## src/nfcpt_pkg.sv

```systemverilog
package nfcpt_pkg;
  // ==========================================
  // register indices and byte addresses
  localparam logic [7:0] IDX_SQ = 8'h0f;
  localparam logic [7:0] IDX_TC = 8'h12;
  localparam logic [7:0] IDX_GPT_HI = 8'h13;
  localparam logic [7:0] IDX_GPT_LO = 8'h14;
  localparam logic [7:0] IDX_PPW = 8'h15;
  localparam logic [7:0] IDX_CMD = 8'h1e;
  localparam logic [7:0] IDX_STAT = 8'h1f;
  localparam logic [7:0] ADDR_SQ = {IDX_SQ[5:0], 2'b00};
  localparam logic [7:0] ADDR_TC = {IDX_TC[5:0], 2'b00};
  localparam logic [7:0] ADDR_GPT_HI = {IDX_GPT_HI[5:0], 2'b00};
  localparam logic [7:0] ADDR_GPT_LO = {IDX_GPT_LO[5:0], 2'b00};
  localparam logic [7:0] ADDR_PPW = {IDX_PPW[5:0], 2'b00};
  localparam logic [7:0] ADDR_CMD = {IDX_CMD[5:0], 2'b00};
  localparam logic [7:0] ADDR_STAT = {IDX_STAT[5:0], 2'b00};
  // ==========================================
  // timer control fields and reset values
  localparam int TC_TRIG_LSB = 5;
  localparam int TC_MRT_STEP = 3;
  localparam int TC_NRT_PEER = 2;
  localparam int TC_NRT_COMPL = 1;
  localparam int TC_NRT_STEP = 0;
  localparam int CMD_START_GPT = 0;
  localparam logic [2:0] TRIG_RX_END = 3'h1;
  localparam logic [2:0] TRIG_RX_START = 3'h2;
  localparam logic [2:0] TRIG_TX_END = 3'h3;
  localparam logic [7:0] RST_SQ = 8'h00;
  localparam logic [7:0] RST_TC = 8'h00;
  localparam logic [7:0] RST_GPT = 8'h00;
  localparam logic [7:0] RST_PPW = 8'h80;
  // ==========================================
  // step sizes in carrier periods, squelch timing
  localparam logic [9:0] GPT_STEP = 10'h008;
  localparam logic [9:0] PPW_STEP = 10'h040;
  localparam logic [9:0] MRT_STEP_SHORT = 10'h040;
  localparam logic [9:0] MRT_STEP_LONG = 10'h200;
  localparam logic [7:0] SQ_MIN = 8'h05;
  localparam int CLK_PERIOD_NS = 10;
  localparam int SQ_DELAY_NS = 20000;
  localparam int SQ_DELAY_CYC = (SQ_DELAY_NS + CLK_PERIOD_NS - 1)
    / CLK_PERIOD_NS;
endpackage : nfcpt_pkg

```

## src/nfcpt_tmr_if.sv

```systemverilog
// ==========================================
// control bundle between the block and one down timer
interface nfcpt_tmr_if;
  logic start;
  logic stop;
  logic [15:0] load;
  logic [9:0] step_len;
  logic running;
  logic expired;
  modport ctrl (output start, stop, load, step_len, input running, expired);
  modport tmr (input start, stop, load, step_len, output running, expired);
endinterface : nfcpt_tmr_if

```

## src/nfcpt_down_timer.sv

```systemverilog
// ==========================================
// prescaled down counter clocked by carrier ticks
module nfcpt_down_timer (
  input wire logic clk_sys_in,
  input wire logic rstn_in,
  input wire logic fc_tick_in,
  nfcpt_tmr_if.tmr t
);
  logic [15:0] cnt, next_cnt;
  logic [9:0] pre, next_pre;
  logic run, next_run;
  logic exp, next_exp;

  // start wins over stop and over a running count
  always_comb begin
    next_cnt = cnt;
    next_pre = pre;
    next_run = run;
    next_exp = 1'b0;
    if (t.start) begin
      next_cnt = t.load;
      next_pre = 10'h000;
      next_run = (t.load != 16'h0000);
    end else if (t.stop) begin
      next_run = 1'b0;
    end else if (run && fc_tick_in) begin
      if (pre == t.step_len - 10'h001) begin
        next_pre = 10'h000;
        next_cnt = cnt - 16'h0001;
        if (cnt == 16'h0001) begin
          next_run = 1'b0;
          next_exp = 1'b1;
        end
      end else begin
        next_pre = pre + 10'h001;
      end
    end
  end

  always_ff @(posedge clk_sys_in) begin
    if (!rstn_in) begin
      cnt <= 16'h0000;
      pre <= 10'h000;
      run <= 1'b0;
      exp <= 1'b0;
    end else begin
      cnt <= next_cnt;
      pre <= next_pre;
      run <= next_run;
      exp <= next_exp;
    end
  end

  assign t.running = run;
  assign t.expired = exp;
endmodule : nfcpt_down_timer

```

## src/nfcpt_start_sel.sv

```systemverilog
// ==========================================
// start event decode for the general and no-response timers
module nfcpt_start_sel (
  input wire logic [2:0] code_in,
  input wire logic cmd_start_in,
  input wire logic rx_end_in,
  input wire logic rx_start_in,
  input wire logic tx_end_in,
  input wire logic act_p2p_in,
  input wire logic nrt_on_peer_in,
  input wire logic peer_on_in,
  output logic gpt_start_out,
  output logic p2p_arm_out,
  output logic nrt_start_out
);
  import nfcpt_pkg::*;
  // direct command always starts, the code adds one more source
  assign gpt_start_out = cmd_start_in
    | (code_in == TRIG_RX_END && rx_end_in)
    | (code_in == TRIG_RX_START && rx_start_in)
    | (code_in == TRIG_TX_END && tx_end_in);
  assign p2p_arm_out = act_p2p_in && code_in == TRIG_TX_END;
  // start condition bit picks tx end or peer field on
  assign nrt_start_out = p2p_arm_out
    && (nrt_on_peer_in ? peer_on_in : tx_end_in);
endmodule : nfcpt_start_sel

```

## src/nfcpt_timer_cfg.sv

```systemverilog
// Behaviour
// - direct command always starts general timer
// - trigger code adds one extra start source
// - active p2p, tx-end code: expiry drops field
// - active p2p, tx-end code arms no-response start
// - control bit 3 picks mask-receive step
// - no-response start at tx end or peer-on
// - control bit 1 selects compliance mode
// - control bit 0 picks no-response step
// - 16-bit general timeout in 8-period steps
// - 8-bit peer-field wait in 64-period steps
// - squelch on about 20 us after tx
// - short squelch ends on own timer, gain held
// - otherwise squelch lasts until mask-receive expiry
// - squelch timer steps like mask-receive timer
// - general timer expiry raises event
// - peer-field wait expiry raises event
module nfcpt_timer_cfg (
  input wire logic clk_sys_in,
  input wire logic rstn_in,
  input wire logic psel_in,
  input wire logic penable_in,
  input wire logic pwrite_in,
  input wire logic [7:0] paddr_in,
  input wire logic [31:0] pwdata_in,
  input wire logic fc_tick_in,
  input wire logic active_peer_to_peer_mode_in,
  input wire logic rx_start_in,
  input wire logic rx_end_in,
  input wire logic tx_end_in,
  input wire logic peer_field_on_in,
  input wire logic [7:0] mrt_value_in,
  input wire logic mrt_expire_in,
  output logic [31:0] prdata_out,
  output logic pready_out,
  output logic pslverr_out,
  output logic field_off_out,
  output logic nrt_start_out,
  output logic nrt_step_long_out,
  output logic nrt_compliance_out,
  output logic mrt_step_long_out,
  output logic gpt_expire_out,
  output logic peer_field_wait_expire_out,
  output logic squelch_on_out,
  output logic gain_hold_out
);
  import nfcpt_pkg::*;

  typedef enum logic [1:0] {
    SQ_IDLE, SQ_DELAY, SQ_ACTIVE
  } nfcpt_sq_type;

  logic [7:0] squelch_time, next_squelch_time;
  logic [7:0] timer_control, next_timer_control;
  logic [7:0] general_timeout_high, next_general_timeout_high;
  logic [7:0] general_timeout_low, next_general_timeout_low;
  logic [7:0] peer_field_wait_time, next_peer_field_wait_time;
  logic [31:0] next_prdata;
  logic next_pready, next_pslverr;
  logic bus_wr, bus_rd, cmd_start;
  logic gpt_start, p2p_arm, nrt_start;
  logic [7:0] status;

  nfcpt_tmr_if gpt_if ();
  nfcpt_tmr_if ppw_if ();
  nfcpt_tmr_if squelch_if ();

  // ==========================================
  // apb slave
  function automatic logic addr_known(input logic [7:0] a);
    addr_known = a == ADDR_SQ || a == ADDR_TC || a == ADDR_GPT_HI
      || a == ADDR_GPT_LO || a == ADDR_PPW || a == ADDR_CMD
      || a == ADDR_STAT;
  endfunction : addr_known

  // one wait state keeps every bus output a flip-flop
  assign bus_wr = psel_in && penable_in && pready_out && pwrite_in;
  assign bus_rd = psel_in && penable_in && !pready_out && !pwrite_in;
  assign cmd_start = bus_wr && paddr_in == ADDR_CMD
    && pwdata_in[CMD_START_GPT];

  // register writes
  always_comb begin
    next_squelch_time = squelch_time;
    next_timer_control = timer_control;
    next_general_timeout_high = general_timeout_high;
    next_general_timeout_low = general_timeout_low;
    next_peer_field_wait_time = peer_field_wait_time;
    if (bus_wr) begin
      case (paddr_in)
        ADDR_SQ: next_squelch_time = pwdata_in[7:0];
        ADDR_TC: next_timer_control = {pwdata_in[7:5], 1'b0, pwdata_in[3:0]};
        ADDR_GPT_HI: next_general_timeout_high = pwdata_in[7:0];
        ADDR_GPT_LO: next_general_timeout_low = pwdata_in[7:0];
        ADDR_PPW: next_peer_field_wait_time = pwdata_in[7:0];
        default: ;
      endcase
    end
  end

  // read data, ready and error for the access phase
  always_comb begin
    next_pready = psel_in && penable_in && !pready_out;
    next_pslverr = next_pready && !addr_known(paddr_in);
    next_prdata = 32'h0000_0000;
    if (bus_rd) begin
      case (paddr_in)
        ADDR_SQ: next_prdata = {24'h00_0000, squelch_time};
        ADDR_TC: next_prdata = {24'h00_0000, timer_control};
        ADDR_GPT_HI: next_prdata = {24'h00_0000, general_timeout_high};
        ADDR_GPT_LO: next_prdata = {24'h00_0000, general_timeout_low};
        ADDR_PPW: next_prdata = {24'h00_0000, peer_field_wait_time};
        ADDR_STAT: next_prdata = {24'h00_0000, status};
        default: next_prdata = 32'h0000_0000;
      endcase
    end
  end

  always_ff @(posedge clk_sys_in) begin
    if (!rstn_in) begin
      squelch_time <= RST_SQ;
      timer_control <= RST_TC;
      general_timeout_high <= RST_GPT;
      general_timeout_low <= RST_GPT;
      peer_field_wait_time <= RST_PPW;
      prdata_out <= 32'h0000_0000;
      pready_out <= 1'b0;
      pslverr_out <= 1'b0;
    end else begin
      squelch_time <= next_squelch_time;
      timer_control <= next_timer_control;
      general_timeout_high <= next_general_timeout_high;
      general_timeout_low <= next_general_timeout_low;
      peer_field_wait_time <= next_peer_field_wait_time;
      prdata_out <= next_prdata;
      pready_out <= next_pready;
      pslverr_out <= next_pslverr;
    end
  end

  // ==========================================
  // start decode and timers
  nfcpt_start_sel u_sel (
    .code_in(timer_control[TC_TRIG_LSB +: 3]),
    .cmd_start_in(cmd_start),
    .rx_end_in(rx_end_in),
    .rx_start_in(rx_start_in),
    .tx_end_in(tx_end_in),
    .act_p2p_in(active_peer_to_peer_mode_in),
    .nrt_on_peer_in(timer_control[TC_NRT_PEER]),
    .peer_on_in(peer_field_on_in),
    .gpt_start_out(gpt_start),
    .p2p_arm_out(p2p_arm),
    .nrt_start_out(nrt_start)
  );

  // general timer, 16-bit value in 8-period steps
  assign gpt_if.start = gpt_start;
  assign gpt_if.stop = 1'b0;
  assign gpt_if.load = {general_timeout_high, general_timeout_low};
  assign gpt_if.step_len = GPT_STEP;

  // peer-field wait runs from tx end in active p2p mode until the peer field shows up
  assign ppw_if.start = active_peer_to_peer_mode_in && tx_end_in;
  assign ppw_if.stop = peer_field_on_in;
  assign ppw_if.load = {8'h00, peer_field_wait_time};
  assign ppw_if.step_len = PPW_STEP;

  // squelch timer shares the mask-receive step choice
  assign squelch_if.start = tx_end_in;
  assign squelch_if.stop = 1'b0;
  assign squelch_if.load = {8'h00, squelch_time};
  assign squelch_if.step_len = timer_control[TC_MRT_STEP] ? MRT_STEP_LONG
    : MRT_STEP_SHORT;

  nfcpt_down_timer u_gpt (
    .clk_sys_in(clk_sys_in),
    .rstn_in(rstn_in),
    .fc_tick_in(fc_tick_in),
    .t(gpt_if)
  );

  nfcpt_down_timer u_ppw (
    .clk_sys_in(clk_sys_in),
    .rstn_in(rstn_in),
    .fc_tick_in(fc_tick_in),
    .t(ppw_if)
  );

  nfcpt_down_timer u_squelch (
    .clk_sys_in(clk_sys_in),
    .rstn_in(rstn_in),
    .fc_tick_in(fc_tick_in),
    .t(squelch_if)
  );

  // ==========================================
  // squelch sequence
  nfcpt_sq_type sq_state, next_sq_state;
  logic [15:0] sq_cnt, next_sq_cnt;
  logic sq_own, next_sq_own;
  logic sq_done, next_sq_done;
  logic next_gain_hold, sq_own_now;

  // own end only for a value above the floor and below the mask time
  assign sq_own_now = squelch_time > SQ_MIN
    && squelch_time < mrt_value_in;

  // squelch timer may expire before the 20 us delay ends, so remember it
  always_comb begin
    next_sq_state = sq_state;
    next_sq_cnt = sq_cnt;
    next_sq_own = sq_own;
    next_sq_done = sq_done || squelch_if.expired;
    next_gain_hold = gain_hold_out;
    case (sq_state)
      SQ_IDLE: ;
      SQ_DELAY: begin
        next_sq_cnt = sq_cnt + 16'h0001;
        if (sq_cnt == 16'(SQ_DELAY_CYC - 1)) begin
          next_sq_state = SQ_ACTIVE;
        end
      end
      SQ_ACTIVE: begin
        if (sq_own && next_sq_done) begin
          next_sq_state = SQ_IDLE;
          next_gain_hold = 1'b1;
        end else if (!sq_own && mrt_expire_in) begin
          next_sq_state = SQ_IDLE;
        end
      end
      default: next_sq_state = SQ_IDLE;
    endcase
    if (tx_end_in) begin
      next_sq_state = SQ_DELAY;
      next_sq_cnt = 16'h0000;
      next_sq_own = sq_own_now;
      next_sq_done = 1'b0;
      next_gain_hold = 1'b0;
    end
  end

  always_ff @(posedge clk_sys_in) begin
    if (!rstn_in) begin
      sq_state <= SQ_IDLE;
      sq_cnt <= 16'h0000;
      sq_own <= 1'b0;
      sq_done <= 1'b0;
      gain_hold_out <= 1'b0;
    end else begin
      sq_state <= next_sq_state;
      sq_cnt <= next_sq_cnt;
      sq_own <= next_sq_own;
      sq_done <= next_sq_done;
      gain_hold_out <= next_gain_hold;
    end
  end

  // ==========================================
  // registered outputs
  assign status = {3'h0, gain_hold_out, squelch_on_out, squelch_if.running,
    ppw_if.running, gpt_if.running};

  always_ff @(posedge clk_sys_in) begin
    if (!rstn_in) begin
      field_off_out <= 1'b0;
      nrt_start_out <= 1'b0;
      nrt_step_long_out <= 1'b0;
      nrt_compliance_out <= 1'b0;
      mrt_step_long_out <= 1'b0;
      gpt_expire_out <= 1'b0;
      peer_field_wait_expire_out <= 1'b0;
      squelch_on_out <= 1'b0;
    end else begin
      field_off_out <= p2p_arm && gpt_if.expired;
      nrt_start_out <= nrt_start;
      nrt_step_long_out <= timer_control[TC_NRT_STEP];
      nrt_compliance_out <= timer_control[TC_NRT_COMPL];
      mrt_step_long_out <= timer_control[TC_MRT_STEP];
      gpt_expire_out <= gpt_if.expired;
      peer_field_wait_expire_out <= ppw_if.expired;
      squelch_on_out <= next_sq_state == SQ_ACTIVE;
    end
  end
endmodule : nfcpt_timer_cfg

```

## config.mk

```make
export PLATFORM = sky130hd
export DESIGN_NAME = nfcpt_timer_cfg
export DESIGN_NICKNAME = d
export VERILOG_FILES = /design/src/nfcpt_pkg.sv /design/src/nfcpt_tmr_if.sv /design/src/nfcpt_down_timer.sv /design/src/nfcpt_start_sel.sv /design/src/nfcpt_timer_cfg.sv
export SDC_FILE = /design/constraint.sdc
export NUM_CORES = 1
export LEC_CHECK = 0
export BUFFER_PORTS_ARGS = -buffer_cell sky130_fd_sc_hd__buf_2
export CAP_MARGIN = 20
export CORE_ASPECT_RATIO = 1.25
export CORE_MARGIN = 1.5
export CORE_UTILIZATION = 58
export DETAILED_ROUTE_END_ITERATION = 8
export GPL_TIMING_DRIVEN = 0
export HOLD_SLACK_MARGIN = 0.05
export PLACE_DENSITY = 0.91
export SYNTH_ARGS = -nofsm -noshare
export SYNTH_HDL_FRONTEND = slang
export SYNTH_SLANG_ARGS = --single-unit
```

## constraint.sdc

```tcl
create_clock -name clk_sys_in -period 2.61 [get_ports clk_sys_in]
set_clock_uncertainty 0.15 [all_clocks]
set_input_delay 0.522 -clock clk_sys_in [delete_from_list [all_inputs] [get_ports clk_sys_in]]
set_output_delay 0.522 -clock clk_sys_in [all_outputs]
set_load 0.05 [all_outputs]
```

==> impl_metrics.ini <==
[place]
gp_congestion = 0.940
io_buffers = 52
dp_hpwl_mm = 13.8
dpl_worst_slack_ns = -0.111

[finish]
insertedDiodeCount = 0
syn_to_final_growth_pct = 14.5
layout-drive-gt1-share_pct = 12.7
utilization_pct = 68.2
finish.net_count = 1069
fillers = 1016

[clock_tree]
clock-sinks = 162
cts.clk_slew.worst_paths_ns = 0.07
clk_path_buf_depth = 2
cts_max_level = 4
clockRootBuffer = clkbuf_16
clock_latency_ns = 0.44
numCtsBuffers = 17
cts_tree = yes

[pwr]
seq_power_share_pct = 47.3
peakVddDrop_mv = 0.444
netSwitchingPower_uw = 1350
power_density_nw_per_um2 = 587
p_int_uw = 3950
netSwitchingFraction_pct = 25.4
pwr-share-comb_pct = 7.0
pwr-share-clk_pct = 45.7
power_uw = 5300
p_leak_uw = 0.00355

[yosys]
synth-edff-count = 0
synth-compound-area-share_pct = 10.8
syn_area_sq_um = 7880
synth-seq-cells = 162
muxShareOfSynthArea_pct = 5.71
syn_inst = 898
ys_types = 65
synth_xor_area_share_pct = 8.55
synth_warnings = 0
postSynth.asyncResetShare_pct = 0
synth-simple-area-share_pct = 25.8
synth-main-ff-cell = dfxtp_1
syn_avg_cell_area_sq_um = 8.78
synth_top_family_by_area = simple AND/OR/NAND/NOR gates
synthAdderAreaFrac_pct = 2.70
ys_seq_area_share_pct = 41.1

[die]
start_util_pct = 59.6
rows = 47
die_area_sq_um = 14300
die-width_um = 107
ioPinCount = 103
core_area_sq_um = 13200
die_h_um = 133

[min_path]
hp-start = pwdata_in[7]
hold_class = in -> reg

[global_routing]
antenna_found_initial = 0
grt_pass1_wl_mm = 31.3
grt_pass1_vias = 6675
globalRouteOverflowTotal = 0
grt_usage_pct = 28.0
grt_max_degree = 17

[timing]
fin_crit_ns = 2.43
post-route-period-util_pct = 93.3
setup_slack_ns = 0.176
max_freq_mhz = 411
finalSetupViolCount = 0
hold_viol_final = 0
relSlewSlack_pct = 47.2
slew_viol_final = 0
rsz0062_at_grt = false
worstMarginPinSlew_ns = 0.791

[routing]
vias_per_cell = 5.90
wl_mm = 19.7
remaining_drc_errors = 0
wl_per_cell_um = 16.7
first_iter_violations = 492
vias = 6936
postRouteAntennaNets = 0
dr.pass1.iters = 5

[worst_setup_path]
worstSetupPathType = reg -> reg
arrival_ns = 2.60
ff2ff_setup_slack_ns = 0.18
cp-start-kind = flip-flop
reg2reg_from = timer_control[3]
startpoint = timer_control[3]
cp_max_fo = 10
required_ns = 2.77
endpoint_kind = flip-flop

[run]
maxCapViolCount = 0

[status]
status = finished, final reports clean
==> per-stage QoR <==
step                      cells  TNS (ns)  cell area, sq um  hold WS (ns)
after detailed placement   1144    -0.841              8440         0.270
after floorplan             921         0              7970         0.254
final                      1176         0              9030         0.227
after CTS                  1176         0              9010         0.217
after global placement     1144    -0.594              8440         0.264
after global routing       1176         0              9030         0.252
==> power groups by stage <==
stage	Clock (uW)	Sequential (uW)	Combinational [uW]
after detailed placement	0	2560	362
final	2420	2510	372
after floorplan	0	2560	260
after CTS	2430	2510	366
after global placement	0	2560	357
after global routing	2530	2510	398
==> registers in the layout, summed over array words and instances, names as in the netlist, 10 cells and up <==
signal,cells
u_squelch.cnt,16
sq_cnt,16
u_gpt.cnt,16
u_gpt.pre,10
u_ppw.cnt,16
u_ppw.pre,10
u_squelch.pre,10
==> critical path: stages, from the launching register on <==
cell and delay (ns):
dfxtp_1 0.38, or4_4 0.58, a2111oi_4 0.60, buf_6 0.22, nand4_1 0.13, xor2_1 0.18, nor2_1 0.05
==> per-layer routing <==
layer / track usage (%) / vias up / routed length (um)
met4: 16.1 / 0 / 780
met1: 30.4 / 3301 / 7710
met2: 49.3 / 254 / 10000
met5: 0 / - / 0
li1: - / 3314 / -
met3: 6.31 / 67 / 1190
==> kinds of logic after synthesis <==
| family | Yosys count |
|---|---|
| fa+ha+maj | 17 |
| other cells | 1 |
| flops | 162 |
| buf+inv | 83 |
| simple gates | 375 |
| compound gates | 138 |
| xor+xnor | 77 |
| mux | 45 |
==> repair_timing <==
action,CTS,global route
resized for setup,0,2
hold buffers,0,0
buffers inserted,0,0
endpoints found under the setup margin,0,5
==> layout make-up <==
cell class	instances	area, sq um	area share, %
plain buffers	61	334	3.70
clock buffers	18	439	4.86
clock inverters	14	129	1.43
repair buffers	52	260	2.88
well taps	171	214	2.37
flip-flops and latches	162	3240	35.9
multi-input cells	676	4330	47.9
inverters	22	82.6	0.915
==> synth_stat cells, types with 2 or more instances <==
cell / instances / area [sq um]
nand3_1: 37 / 185
dfxtp_1: 162 / 3240
xnor2_1: 28 / 245
nand2_1: 61 / 229
buf_2: 6 / 30.0
nor2b_1: 35 / 219
a22oi_1: 2 / 15.0
o211ai_1: 2 / 15.0
or3_1: 12 / 75.1
a31oi_1: 3 / 18.8
and4_1: 4 / 35.0
nand3b_1: 5 / 37.5
clkbuf_1: 29 / 109
a21boi_1: 10 / 75.1
a21o_1: 2 / 15.0
nor3b_1: 4 / 30.0
nand4b_1: 9 / 78.8
nor4b_2: 3 / 45.0
nand4_1: 26 / 163
buf_4: 24 / 180
nor4_1: 15 / 93.8
nor4_2: 3 / 37.5
and3_1: 8 / 50.1
o22ai_1: 5 / 31.3
a21oi_1: 51 / 255
a22o_1: 4 / 35.0
nor4b_1: 2 / 17.5
or2_2: 2 / 12.5
nand2b_1: 6 / 37.5
o21ai_0: 28 / 140
and2_1: 8 / 50.1
or4_1: 8 / 60.1
o21ai_1: 9 / 45.0
ha_1: 17 / 213
xor2_1: 49 / 429
inv_1: 22 / 82.6
nor3_1: 22 / 110
mux2i_1: 45 / 450
nor2_1: 96 / 360
a221oi_1: 3 / 26.3
a211oi_1: 5 / 37.5
o2bb2ai_1: 2 / 17.5
o211a_1: 2 / 20.0
==> final timing paths <==
| kind | endpoint | cells past startpoint |
|---|---|---|
| setup reg to reg | u_squelch.cnt[8] | 6 |
| setup / recovery | u_squelch.cnt[8] | 6 |
| hold / removal | general_timeout_low[7] | 3 |
| hold reg to reg | peer_field_wait_expire_out | 1 |
==> layout by cell type, fill, tap and decap left out, drive strengths merged, types with 28 or more instances in the layout <==
master and count:
nand2 61, o21ai 37, a21oi 51, inv 28
buf 84, nand3 38, xor2 49, clkbuf 47
nor2b 35, mux2i 45, nor2 96, xnor2 28
dfxtp 162
No activity file was read; power rests on OpenSTA's default activity.
